**src/ocp_pkg.sv**
```systemverilog
package ocp_pkg;
  localparam int unsigned CLK_HZ = 10_000_000;
  localparam int unsigned BLANK_TIMEOUT_NS = 500;
  localparam int unsigned BLANK_TIMEOUT_CYC = (BLANK_TIMEOUT_NS * (CLK_HZ / 1_000_000)) / 1000;
  localparam logic [2:0] FAULT_LIMIT = 3'h7;
  localparam logic [2:0] FAULT_ZERO = 3'h0;
  localparam logic [3:0] BLANK_CNT_MAX = 4'(BLANK_TIMEOUT_CYC);
  typedef enum logic [1:0] {ST_SOFT, ST_RUN, ST_HICCUP} mode_type;
endpackage : ocp_pkg

```
**src/ocp_hiccup.sv**
```systemverilog
`timescale 1ns/1ps
module ocp_hiccup
  import ocp_pkg::*;
(
  input wire logic clk,
  input wire logic rst,
  input wire logic cycle_start,
  input wire logic pwm_on,
  input wire logic soft_start_done,
  input wire logic switch_node_high,
  input wire logic overcurrent_cmp,
  input wire logic threshold_too_low,
  output logic high_side_gate_drive,
  output logic low_side_gate_drive,
  output logic current_limit_sense_node_pull,
  output logic pwm_enable,
  output logic soft_start_restart,
  output logic fault,
  output logic [2:0] fault_count
);
  // pin levels after two flip-flops
  logic sw_s1_r;
  logic sw_s2_r;
  logic oc_s1_r;
  logic oc_s2_r;
  logic lo_s1_r;
  logic lo_s2_r;
  // blanking window
  logic blank_r;
  logic blank_nxt;
  logic [3:0] bcnt_r;
  logic [3:0] bcnt_nxt;
  // gate drives
  logic hs_r;
  logic hs_nxt;
  logic ls_r;
  logic ls_nxt;
  logic seen_r;
  logic seen_nxt;
  // overcurrent seen in the running cycle
  logic oc_cyc_r;
  logic oc_cyc_nxt;
  // fault counter and operating mode
  logic [2:0] cnt_r;
  logic [2:0] cnt_nxt;
  mode_type mode_r;
  mode_type mode_nxt;
  // decoded events
  logic oc_hit;
  logic oc_seen;
  logic pulse_go;
  logic pulse_end;
  logic enter_fault;
  logic leave_fault;

  // counts down but never below zero
  function automatic logic [2:0] count_down(input logic [2:0] value);
    if (value == FAULT_ZERO)
      return FAULT_ZERO;
    return value - 3'h1;
  endfunction : count_down

  // true on the last cycle of the blanking timeout
  function automatic logic blank_expired(input logic [3:0] count);
    return count >= BLANK_CNT_MAX - 4'h1;
  endfunction : blank_expired

  // second-tier protection active
  function automatic logic is_hiccup(input mode_type mode);
    return mode == ST_HICCUP;
  endfunction : is_hiccup

  // switch node synchroniser
  always_ff @(posedge clk or posedge rst)
  begin
    if (rst)
    begin
      sw_s1_r <= 1'b0;
      sw_s2_r <= 1'b0;
    end
    else
    begin
      sw_s1_r <= switch_node_high;
      sw_s2_r <= sw_s1_r;
    end
  end

  // overcurrent comparator synchroniser
  always_ff @(posedge clk or posedge rst)
  begin
    if (rst)
    begin
      oc_s1_r <= 1'b0;
      oc_s2_r <= 1'b0;
    end
    else
    begin
      oc_s1_r <= overcurrent_cmp;
      oc_s2_r <= oc_s1_r;
    end
  end

  // low threshold synchroniser
  always_ff @(posedge clk or posedge rst)
  begin
    if (rst)
    begin
      lo_s1_r <= 1'b0;
      lo_s2_r <= 1'b0;
    end
    else
    begin
      lo_s1_r <= threshold_too_low;
      lo_s2_r <= lo_s1_r;
    end
  end

  // sense only outside blanking while the high side conducts
  assign oc_hit = hs_r && !blank_r && oc_s2_r && !lo_s2_r;
  // a hit on the closing edge still belongs to the old cycle
  assign oc_seen = oc_cyc_r || oc_hit;
  // pulse start and end
  assign pulse_go = cycle_start && pwm_on && !is_hiccup(mode_r);
  assign pulse_end = !cycle_start && hs_r && (!pwm_on || oc_hit);

  // fault counter
  always_comb
  begin
    cnt_nxt = cnt_r;
    if (is_hiccup(mode_r))
    begin
      if (soft_start_done)
        cnt_nxt = count_down(cnt_r);
    end
    else if (cycle_start)
    begin
      if (oc_seen)
        cnt_nxt = cnt_r + 3'h1;
      else
        cnt_nxt = count_down(cnt_r);
    end
    enter_fault = !is_hiccup(mode_r) && (cnt_nxt == FAULT_LIMIT);
    // the ramp that empties the counter ends hiccup
    leave_fault = is_hiccup(mode_r) && soft_start_done && (cnt_r <= 3'h1);
  end

  always_ff @(posedge clk or posedge rst)
  begin
    if (rst)
      cnt_r <= FAULT_ZERO;
    else
      cnt_r <= cnt_nxt;
  end

  // overcurrent flag of the running cycle
  always_comb
  begin
    oc_cyc_nxt = oc_cyc_r;
    if (cycle_start || is_hiccup(mode_r) || enter_fault)
      oc_cyc_nxt = 1'b0;
    else if (oc_hit)
      oc_cyc_nxt = 1'b1;
  end

  always_ff @(posedge clk or posedge rst)
  begin
    if (rst)
      oc_cyc_r <= 1'b0;
    else
      oc_cyc_r <= oc_cyc_nxt;
  end

  // blanking window
  always_comb
  begin
    blank_nxt = blank_r;
    bcnt_nxt = bcnt_r;
    if (blank_r)
    begin
      bcnt_nxt = bcnt_r + 4'h1;
      if (sw_s2_r)
        blank_nxt = 1'b0;
      else if (blank_expired(bcnt_r))
        blank_nxt = 1'b0;
    end
    if (cycle_start || pulse_end || is_hiccup(mode_r))
      blank_nxt = 1'b0;
    if (pulse_go)
    begin
      blank_nxt = 1'b1;
      bcnt_nxt = 4'h0;
    end
    // a fault on this edge wins over a new pulse
    if (enter_fault)
      blank_nxt = 1'b0;
  end

  always_ff @(posedge clk or posedge rst)
  begin
    if (rst)
    begin
      blank_r <= 1'b0;
      bcnt_r <= 4'h0;
    end
    else
    begin
      blank_r <= blank_nxt;
      bcnt_r <= bcnt_nxt;
    end
  end

  // gate drives
  always_comb
  begin
    hs_nxt = hs_r;
    ls_nxt = ls_r;
    seen_nxt = seen_r;
    if (cycle_start)
    begin
      hs_nxt = 1'b0;
      if (mode_r == ST_RUN)
        ls_nxt = 1'b0;
    end
    else if (pulse_end)
    begin
      hs_nxt = 1'b0;
      // low side only after a high-side pulse since restart
      ls_nxt = seen_r;
    end
    if (pulse_go)
    begin
      hs_nxt = 1'b1;
      ls_nxt = 1'b0;
      seen_nxt = 1'b1;
    end
    if (leave_fault)
      seen_nxt = 1'b0;
    if (is_hiccup(mode_r) || enter_fault)
    begin
      hs_nxt = 1'b0;
      ls_nxt = 1'b0;
    end
  end

  always_ff @(posedge clk or posedge rst)
  begin
    if (rst)
    begin
      hs_r <= 1'b0;
      ls_r <= 1'b0;
      seen_r <= 1'b0;
    end
    else
    begin
      hs_r <= hs_nxt;
      ls_r <= ls_nxt;
      seen_r <= seen_nxt;
    end
  end

  // operating mode
  always_comb
  begin
    mode_nxt = mode_r;
    case (mode_r)
      ST_SOFT:
      begin
        if (soft_start_done)
          mode_nxt = ST_RUN;
      end
      ST_RUN:
      begin
        // leaves only through a fault
        mode_nxt = ST_RUN;
      end
      ST_HICCUP:
      begin
        if (leave_fault)
          mode_nxt = ST_SOFT;
      end
      default:
        mode_nxt = ST_SOFT;
    endcase
    if (enter_fault)
      mode_nxt = ST_HICCUP;
  end

  always_ff @(posedge clk or posedge rst)
  begin
    if (rst)
      mode_r <= ST_SOFT;
    else
      mode_r <= mode_nxt;
  end

  // outputs straight from the state registers
  assign high_side_gate_drive = hs_r;
  assign low_side_gate_drive = ls_r;
  assign current_limit_sense_node_pull = blank_r;
  assign pwm_enable = !is_hiccup(mode_r);
  assign soft_start_restart = (mode_r != ST_RUN);
  assign fault = is_hiccup(mode_r);
  assign fault_count = cnt_r;
endmodule : ocp_hiccup

```
**config.mk**
```make
export PLATFORM = sky130hd
export DESIGN_NAME = ocp_hiccup
export DESIGN_NICKNAME = d
export VERILOG_FILES = /design/src/ocp_pkg.sv /design/src/ocp_hiccup.sv
export SDC_FILE = /design/constraint.sdc
export NUM_CORES = 1
export LEC_CHECK = 0
export BUFFER_PORTS_ARGS = -buffer_cell sky130_fd_sc_hd__clkbuf_2
export CORE_ASPECT_RATIO = 1.5
export CORE_MARGIN = 2
export CORE_UTILIZATION = 30
export CTS_CLUSTER_DIAMETER = 40
export CTS_CLUSTER_SIZE = 8
export DETAILED_ROUTE_END_ITERATION = 6
export SLEW_MARGIN = 0
export SYNTH_ARGS = -nofsm -noshare
export SYNTH_HDL_FRONTEND = slang
export SYNTH_SLANG_ARGS = --single-unit
```
**constraint.sdc**
```tcl
create_clock -name clk -period 2.3 [get_ports clk]
set_clock_uncertainty 0.1 [all_clocks]
set_input_delay 0.23 -clock clk [delete_from_list [all_inputs] [get_ports clk]]
set_output_delay 0.23 -clock clk [all_outputs]
set_load 0.05 [all_outputs]
```
==> key figures, run 1 <==
Outcome
  – Outcome: completed

Routing
  – Total number of vias: 771
  – Vias/cell: 4.82
  – Drt total wl: 1.97 mm
  – Wire per inst: approximately 12 um
  – ANT nets after route: 0
  – Initial drt markers: 11
  – Pre-antenna DRT Iters: 4
  – Drt drc: 0

Synth
  – Area leader, netlist: dfrtp_1
  – Mapped Area: 0.00103 mm2
  – #FFs+latches synth: 20
  – Adder-cell share of the synthesized area: 6.05%
  – Sequential area share after synthesis: a little under 50%
  – Compound-Gate Fraction of Synth Area: 10.8%
  – Syn nets: 110
  – Post-synthesis cell type count: 38
  – Gate Count Post-Synth: 97
  – Multiplexer share of the synthesized area: 4.23%
  – Dominant synthesized flop cell: dfrtp_1
  – XOR/XNOR Fraction of Synth Area: 2.54%
  – Commonest cells in the netlist: dfrtp_1, nor2_1, inv_1
  – Main area contributors after synthesis: dfrtp_1, ha_1, nor2_1, mux2i_1, inv_1
  – Largest family of logic cells by synthesized area: simple AND/OR/NAND/NOR gates
  – Top-count cell post-synth: dfrtp_1
  – EDFF count, synth: 0
  – Top cell type's share of synthesized area: around half
  – Syn. warnings: 0
  – Mean instance size in the synthesized netlist: 10.7 um2
  – Post-synthesis simple-gate area fraction: a little under a quarter
  – Post-synth ARST share: 100%

Place
  – DP HPWL: 1.56 mm
  – Routability cong.: 0.728
  – Buffers on Ports: 16

Floorplanning
  – IO Pins: 17
  – Core area: 0.00335 mm2
  – Height of the die: 75.9 um
  – Die area: ~0.004 mm2
  – Die Width: 52.0 um
  – Placement Rows: 26
  – Starting Density: 30.9%

Critical path
  – Critical R2R Launch: current_limit_sense_node_pull$_DFF_PP0_
  – Worst Setup Start Kind: flop
  – CP endpoint kind: flop
  – Worst path required time: 2.35 ns
  – Worst EP arrival: 2.13 ns
  – Worst-path maximum fanout: 7
  – Crit path kind: flop to flop
  – Worst reg-to-reg path cell count: 6
  – Critical R2R Capture: mode_r[1]$_DFFE_PP0P_
  – FF-to-FF setup slack: approximately 0.22 ns

Finish
  – Area grow syn2layout: 22.4%
  – Layout cell share with drive strength beyond 1: 24.6%
  – Nets: 132
  – Antenna Cells: 0
  – Fin util: 37.8%

Global route
  – Largest net degree at the start of global routing: 21
  – Vias in the first global route: 755
  – Initial antenna violation count: 0
  – First-pass GRT wire length: 3.40 mm
  – Total GRT Usage: 11.5%
  – Global route overflow: 0

Clocking
  – CTS Buf Count: 3
  – Clock Tree Root: clkbuf_8
  – H-tree levels: 1
  – Clock transition at path regs: 0.07 ns
  – Post-CTS Setup Repair Bufs: 0
  – Max clock buf depth: 2
  – Worst-skew pair later-pin latency: 0.26 ns
  – Clock tree sinks: 20
  – CTS tree: done

Pwr
  – LEAKAGE: 0.607 nW
  – Pwr dens: 1130 mW/mm2
  – Peak VDD IR: approximately 610 uV
  – Total Power: 1.43 mW

STA
  – Setup TNS: 0 ns
  – Worst slew pin tran: 0.717 ns
  – Hold violation count in the final report: 0
  – Final setup vio count: 0
  – Max-slew violation count: 0
  – RSZ-0062 raised after global routing: false
  – Fmax achieved: 480 MHz
  – Crit share post-route: 90.6%
  – Worst slew margin: 52.2%
  – Min Tclk post-route: ~2.1 ns

Hold path
  – Worst Hold Path Cells: 3
  – Hold_sp: pwm_on
  – Hold WC Path Type: primary input to flop
  – Worst Hold End: high_side_gate_drive$_DFFE_PP0P_

Flow run
  – Max-Cap Viols: 0
-- worst max path at each step --
stage                                                  startpoint                               to  depth (start not counted)
after global routing                     fault_count[0]$_DFF_PP0_  low_side_gate_drive$_DFFE_PP0P_                          7
after floorplan                          fault_count[0]$_DFF_PP0_            mode_r[1]$_DFFE_PP0P_                          7
after CTS                 current_limit_sense_node_pull$_DFF_PP0_            mode_r[1]$_DFFE_PP0P_                          6
after detailed placement  current_limit_sense_node_pull$_DFF_PP0_            mode_r[1]$_DFFE_PP0P_                          6
final                     current_limit_sense_node_pull$_DFF_PP0_            mode_r[1]$_DFFE_PP0P_                          6
after global placement    current_limit_sense_node_pull$_DFF_PP0_            mode_r[1]$_DFFE_PP0P_                          6
-- layout by cell type (no fill, tap or decap), types with 2 or more instances in the layout --
cell / n
clkbuf_8: 3
nor2b_1: 2
dfrtp_1: 20
ha_1: 5
dlygate4sd3_1: 4
a21oi_1: 5
clkbuf_2: 16
nand2_1: 5
inv_1: 8
nand2b_1: 2
nor2_1: 12
and3_1: 2
o21ai_0: 2
nor3_1: 2
mux2i_1: 3
xor2_1: 2
nor3_2: 2
-- sequential cells by signal, indices dropped and copies added, names as in the netlist --
signal,flops
oc_s2_r,1
current_limit_sense_node_pull,1
high_side_gate_drive,1
sw_s2_r,1
oc_cyc_r,1
oc_s1_r,1
lo_s1_r,1
fault_count,3
mode_r,2
bcnt_r,4
sw_s1_r,1
seen_r,1
low_side_gate_drive,1
lo_s2_r,1
-- final cells by class --
cell class                      instances  area, um2
Sequential cell                        20        500
Tap cell                               42       52.6
Clock inverter                          1       30.0
Inverter                               10       37.5
Timing Repair Buffer                   20        120
Fill cell                             350       2080
Clock buffer                            3       41.3
Multi-Input combinational cell         64        484
-- timing repair --
| action | in CTS | in global routing |
|---|---|---|
| endpoints found under the hold margin | 17 | 0 |
| hold buffers | 4 | 0 |
| gates resized for setup | 0 | 0 |
-- where the power goes --
group          internal (mW)  switching, mW  total [mW]
Clock                  0.232          0.110       0.342
Combinational          0.200          0.390       0.590
Sequential             0.424         0.0740       0.498
-- cells by family (layout without fill, tap and decap cells) --
| family | after synthesis | after routing |
|---|---|---|
| muxes | 4 | 4 |
| and+or+nand+nor | 37 | 37 |
| adders and majority gates | 5 | 5 |
| xor gates and xnor gates | 3 | 3 |
| AOI/OAI and AO/OA | 15 | 15 |
| DFF | 20 | 20 |
| buffers and inverters | 13 | 34 |
-- per-layer routing --
layer,vias to the layer above,routed length [um],share of wire [%],global-route usage [%]
li1,372,-,-,-
met2,14,1100,56,20.0
met1,381,764,39,13.0
met5,-,0,0,0
met3,4,60,3.0,1.97
met4,0,40,2.0,5.53
-- critical path: stages (launching register included) --
cell and delay, ns:
dfrtp_1 0.47, nand4bb_4 0.26, and2_4 0.21, a311o_1 0.36
a41oi_2 0.28, nor3_4 0.11, o21ba_1 0.19
-- metrics by stage --
step                      worst slack (ns)  hold slack [ns]  area (um2)  cells
after detailed placement             0.218            0.236        1150    152
after CTS                            0.193            0.139        1270    160
final                                0.217            0.154        1270    160
after global routing                0.0409            0.158        1270    160
after global placement               0.219            0.231        1150    152
after floorplan                     0.0697           0.0938        1030     97
No activity file was read; power rests on OpenSTA's default activity.
==> run 2, diff against run 1 <==
--- a/config.mk
+++ b/config.mk
@@ -13,4 +13,5 @@
 export CTS_CLUSTER_SIZE = 8
 export DETAILED_ROUTE_END_ITERATION = 6
+export REMOVE_ABC_BUFFERS = 1
 export SLEW_MARGIN = 0
 export SYNTH_ARGS = -nofsm -noshare
==> constraint.sdc (replaced) <==
create_clock -name clk -period 2.3 [get_ports clk]
set_clock_uncertainty 0.1 [all_clocks]
set_input_delay 0.23 -clock clk [delete_from_list [all_inputs] [get_ports clk]]
set_output_delay 0.23 -clock clk [all_outputs]
set_load 0.01 [all_outputs]
==> run 2 against run 1 <==
  * Cell count down 0.63%
  * Setup slack worse by 0.019 ns
  * Critical endpoint unchanged
  * Critical path type unchanged
  * First-iteration DRC count increased by 55%
  * Combinational power is 24% lower
==> key figures, run 2 (synthesis results as in run 1) <==
Outcome
  – Outcome: completed

Clocking
  – Clock transition at path regs: 0.07 ns
  – CTS tree: done
  – Clock Tree Root: clkbuf_8
  – Post-CTS resize count: 0
  – CTS Buf Count: 3
  – H-tree levels: 1
  – Clock tree sinks: 20
  – Worst-skew pair later-pin latency: between 0.2 and 0.3 ns
  – Max clock buf depth: 2
  – Post-CTS Setup Repair Bufs: 0

STA
  – Crit share post-route: 91.4%
  – Setup TNS: 0 ns
  – Fmax achieved: 476 MHz
  – Worst slew pin tran: 0.718 ns
  – Worst slew margin: 52.1%
  – Final setup vio count: 0
  – Min Tclk post-route: 2.10 ns
  – RSZ-0062 raised after global routing: false
  – Hold violation count in the final report: 0
  – Max-slew violation count: 0

Flow run
  – Max-Cap Viols: 0

Routing
  – Pre-antenna DRT Iters: 4
  – Wire per inst: 12.4 um
  – Vias/cell: 4.64
  – Initial drt markers: 17
  – Drt total wl: 1.96 mm
  – Drt drc: 0
  – Total number of vias: 738
  – ANT nets after route: 0

Finish
  – # fillers: 336
  – Layout cell share with drive strength beyond 1: between 20% and 30%
  – Fin util: 36.9%
  – Commonest non-fill, non-tap cell in the layout: dfrtp_1
  – Top reg by flops: bcnt_r
  – Area grow syn2layout: 19.5%
  – Most frequent cells in the layout: dfrtp_1, clkbuf_2, nor2_1
  – Antenna Cells: 0
  – Nets: 132
  – Largest register FFs: 4

Global route
  – First-pass GRT wire length: approximately 3.4 mm
  – Vias in the first global route: 766
  – Total GRT Usage: 11.4%
  – Largest net degree at the start of global routing: 21
  – Global route overflow: 0
  – Initial antenna violation count: 0

Pwr
  – LEAKAGE: 0.593 nW
  – Pwr dens: 947 mW/mm2
  – Total Power: about 1.2 mW
  – Peak VDD IR: 378 uV

Floorplanning
  – Die Width: 52.0 um
  – IO Pins: 17
  – Core area: approximately 0.0034 mm2
  – Height of the die: 75.9 um
  – Die area: 0.00394 mm2
  – Starting Density: 30.9%
  – Placement Rows: 26

Hold path
  – Hold WC Path Type: primary input to flop
  – Worst Hold Path Cells: 3

Critical path
  – Worst reg-to-reg path cell count: 6
  – Worst-path maximum fanout: 7
  – CP max stage cell: dfrtp_1
  – Worst EP arrival: 2.15 ns
  – Max incr delay on CP: 0.47 ns
  – Worst Setup Start Kind: flop
  – CP endpoint kind: flop
  – Worst path required time: between 2 and 2.5 ns
  – Crit path kind: flop to flop
  – CP Cell Sequence: nand4bb_4, and2_4, a311o_1, a41oi_2, nor3_4, o21ba_1

Place
  – Buffers on Ports: 16
  – DP HPWL: 1.54 mm
  – Routability cong.: 0.755
-- run 2: worst paths after layout --
path | start | end | slack (ns)
max | current_limit_sense_node_pull$_DFF_PP0_ | mode_r[1]$_DFFE_PP0P_ | 0.20
min | pwm_on | high_side_gate_drive$_DFFE_PP0P_ | 0.13
max reg2reg | current_limit_sense_node_pull$_DFF_PP0_ | mode_r[1]$_DFFE_PP0P_ | 0.20
min reg2reg | oc_s1_r$_DFF_PP0_ | oc_s2_r$_DFF_PP0_ | 0.25
max in group asynchronous | rst | sw_s2_r$_DFF_PP0_ | 1.12
min in group asynchronous | rst | high_side_gate_drive$_DFFE_PP0P_ | 0.53
-- run 2: area by class of cell --
class / instances / area (um2) / share of cell area, %
tap: 42 / 52.6 / 4.25
multi-input combinational: 64 / 484 / 39.2
clock buffer: 3 / 41.3 / 3.34
timing repair buffer: 20 / 120 / 9.72
inverter: 10 / 37.5 / 3.04
sequential: 20 / 500 / 40.5
-- run 2: metrics by stage --
step	hold slack [ns]	setup WS [ns]	cell area, um2	std cells
2_1_floorplan	0.0938	0.327	1020	94
3_3_place_gp	0.231	0.226	1150	152
3_5_place_dp	0.240	0.195	1150	152
4_1_cts	0.121	0.176	1240	159
5_1_grt	0.134	0.0340	1240	159
6_report	0.126	0.198	1240	159
-- run 2: critical path, delay by kind of cell (launching register included) --
| family | cells | cell delay (ns) |
|---|---|---|
| AO/OA/AOI/OAI | 3 | 0.82 |
| AND/OR/NAND/NOR | 3 | 0.59 |
| flip-flops | 1 | 0.47 |
-- run 2: what timing repair did --
action | 4_1_cts | 5_1_grt
hold endpoints to repair | 6 | 0
endpoints found under the setup margin | 0 | 0
hold buffers | 4 | 0
-- run 2: routing by layer --
| metal | up-vias | GRT usage, % | part of all wire, % |
|---|---|---|---|
| met2 | 17 | 19.7 | 53 |
| met5 | - | 0 | 0 |
| li1 | 370 | - | - |
| met3 | 4 | 2.56 | 5.0 |
| met4 | 0 | 4.47 | 1.3 |
| met1 | 347 | 12.9 | 41 |
-- run 2: report_power, final --
| part | total [mW] | switching (mW) | internal [mW] |
|---|---|---|---|
| registers | 0.500 | 0.0756 | 0.424 |
| logic | 0.451 | 0.250 | 0.200 |
| clock network | 0.220 | 0.104 | 0.116 |
| total | 1.17 | 0.430 | 0.741 |
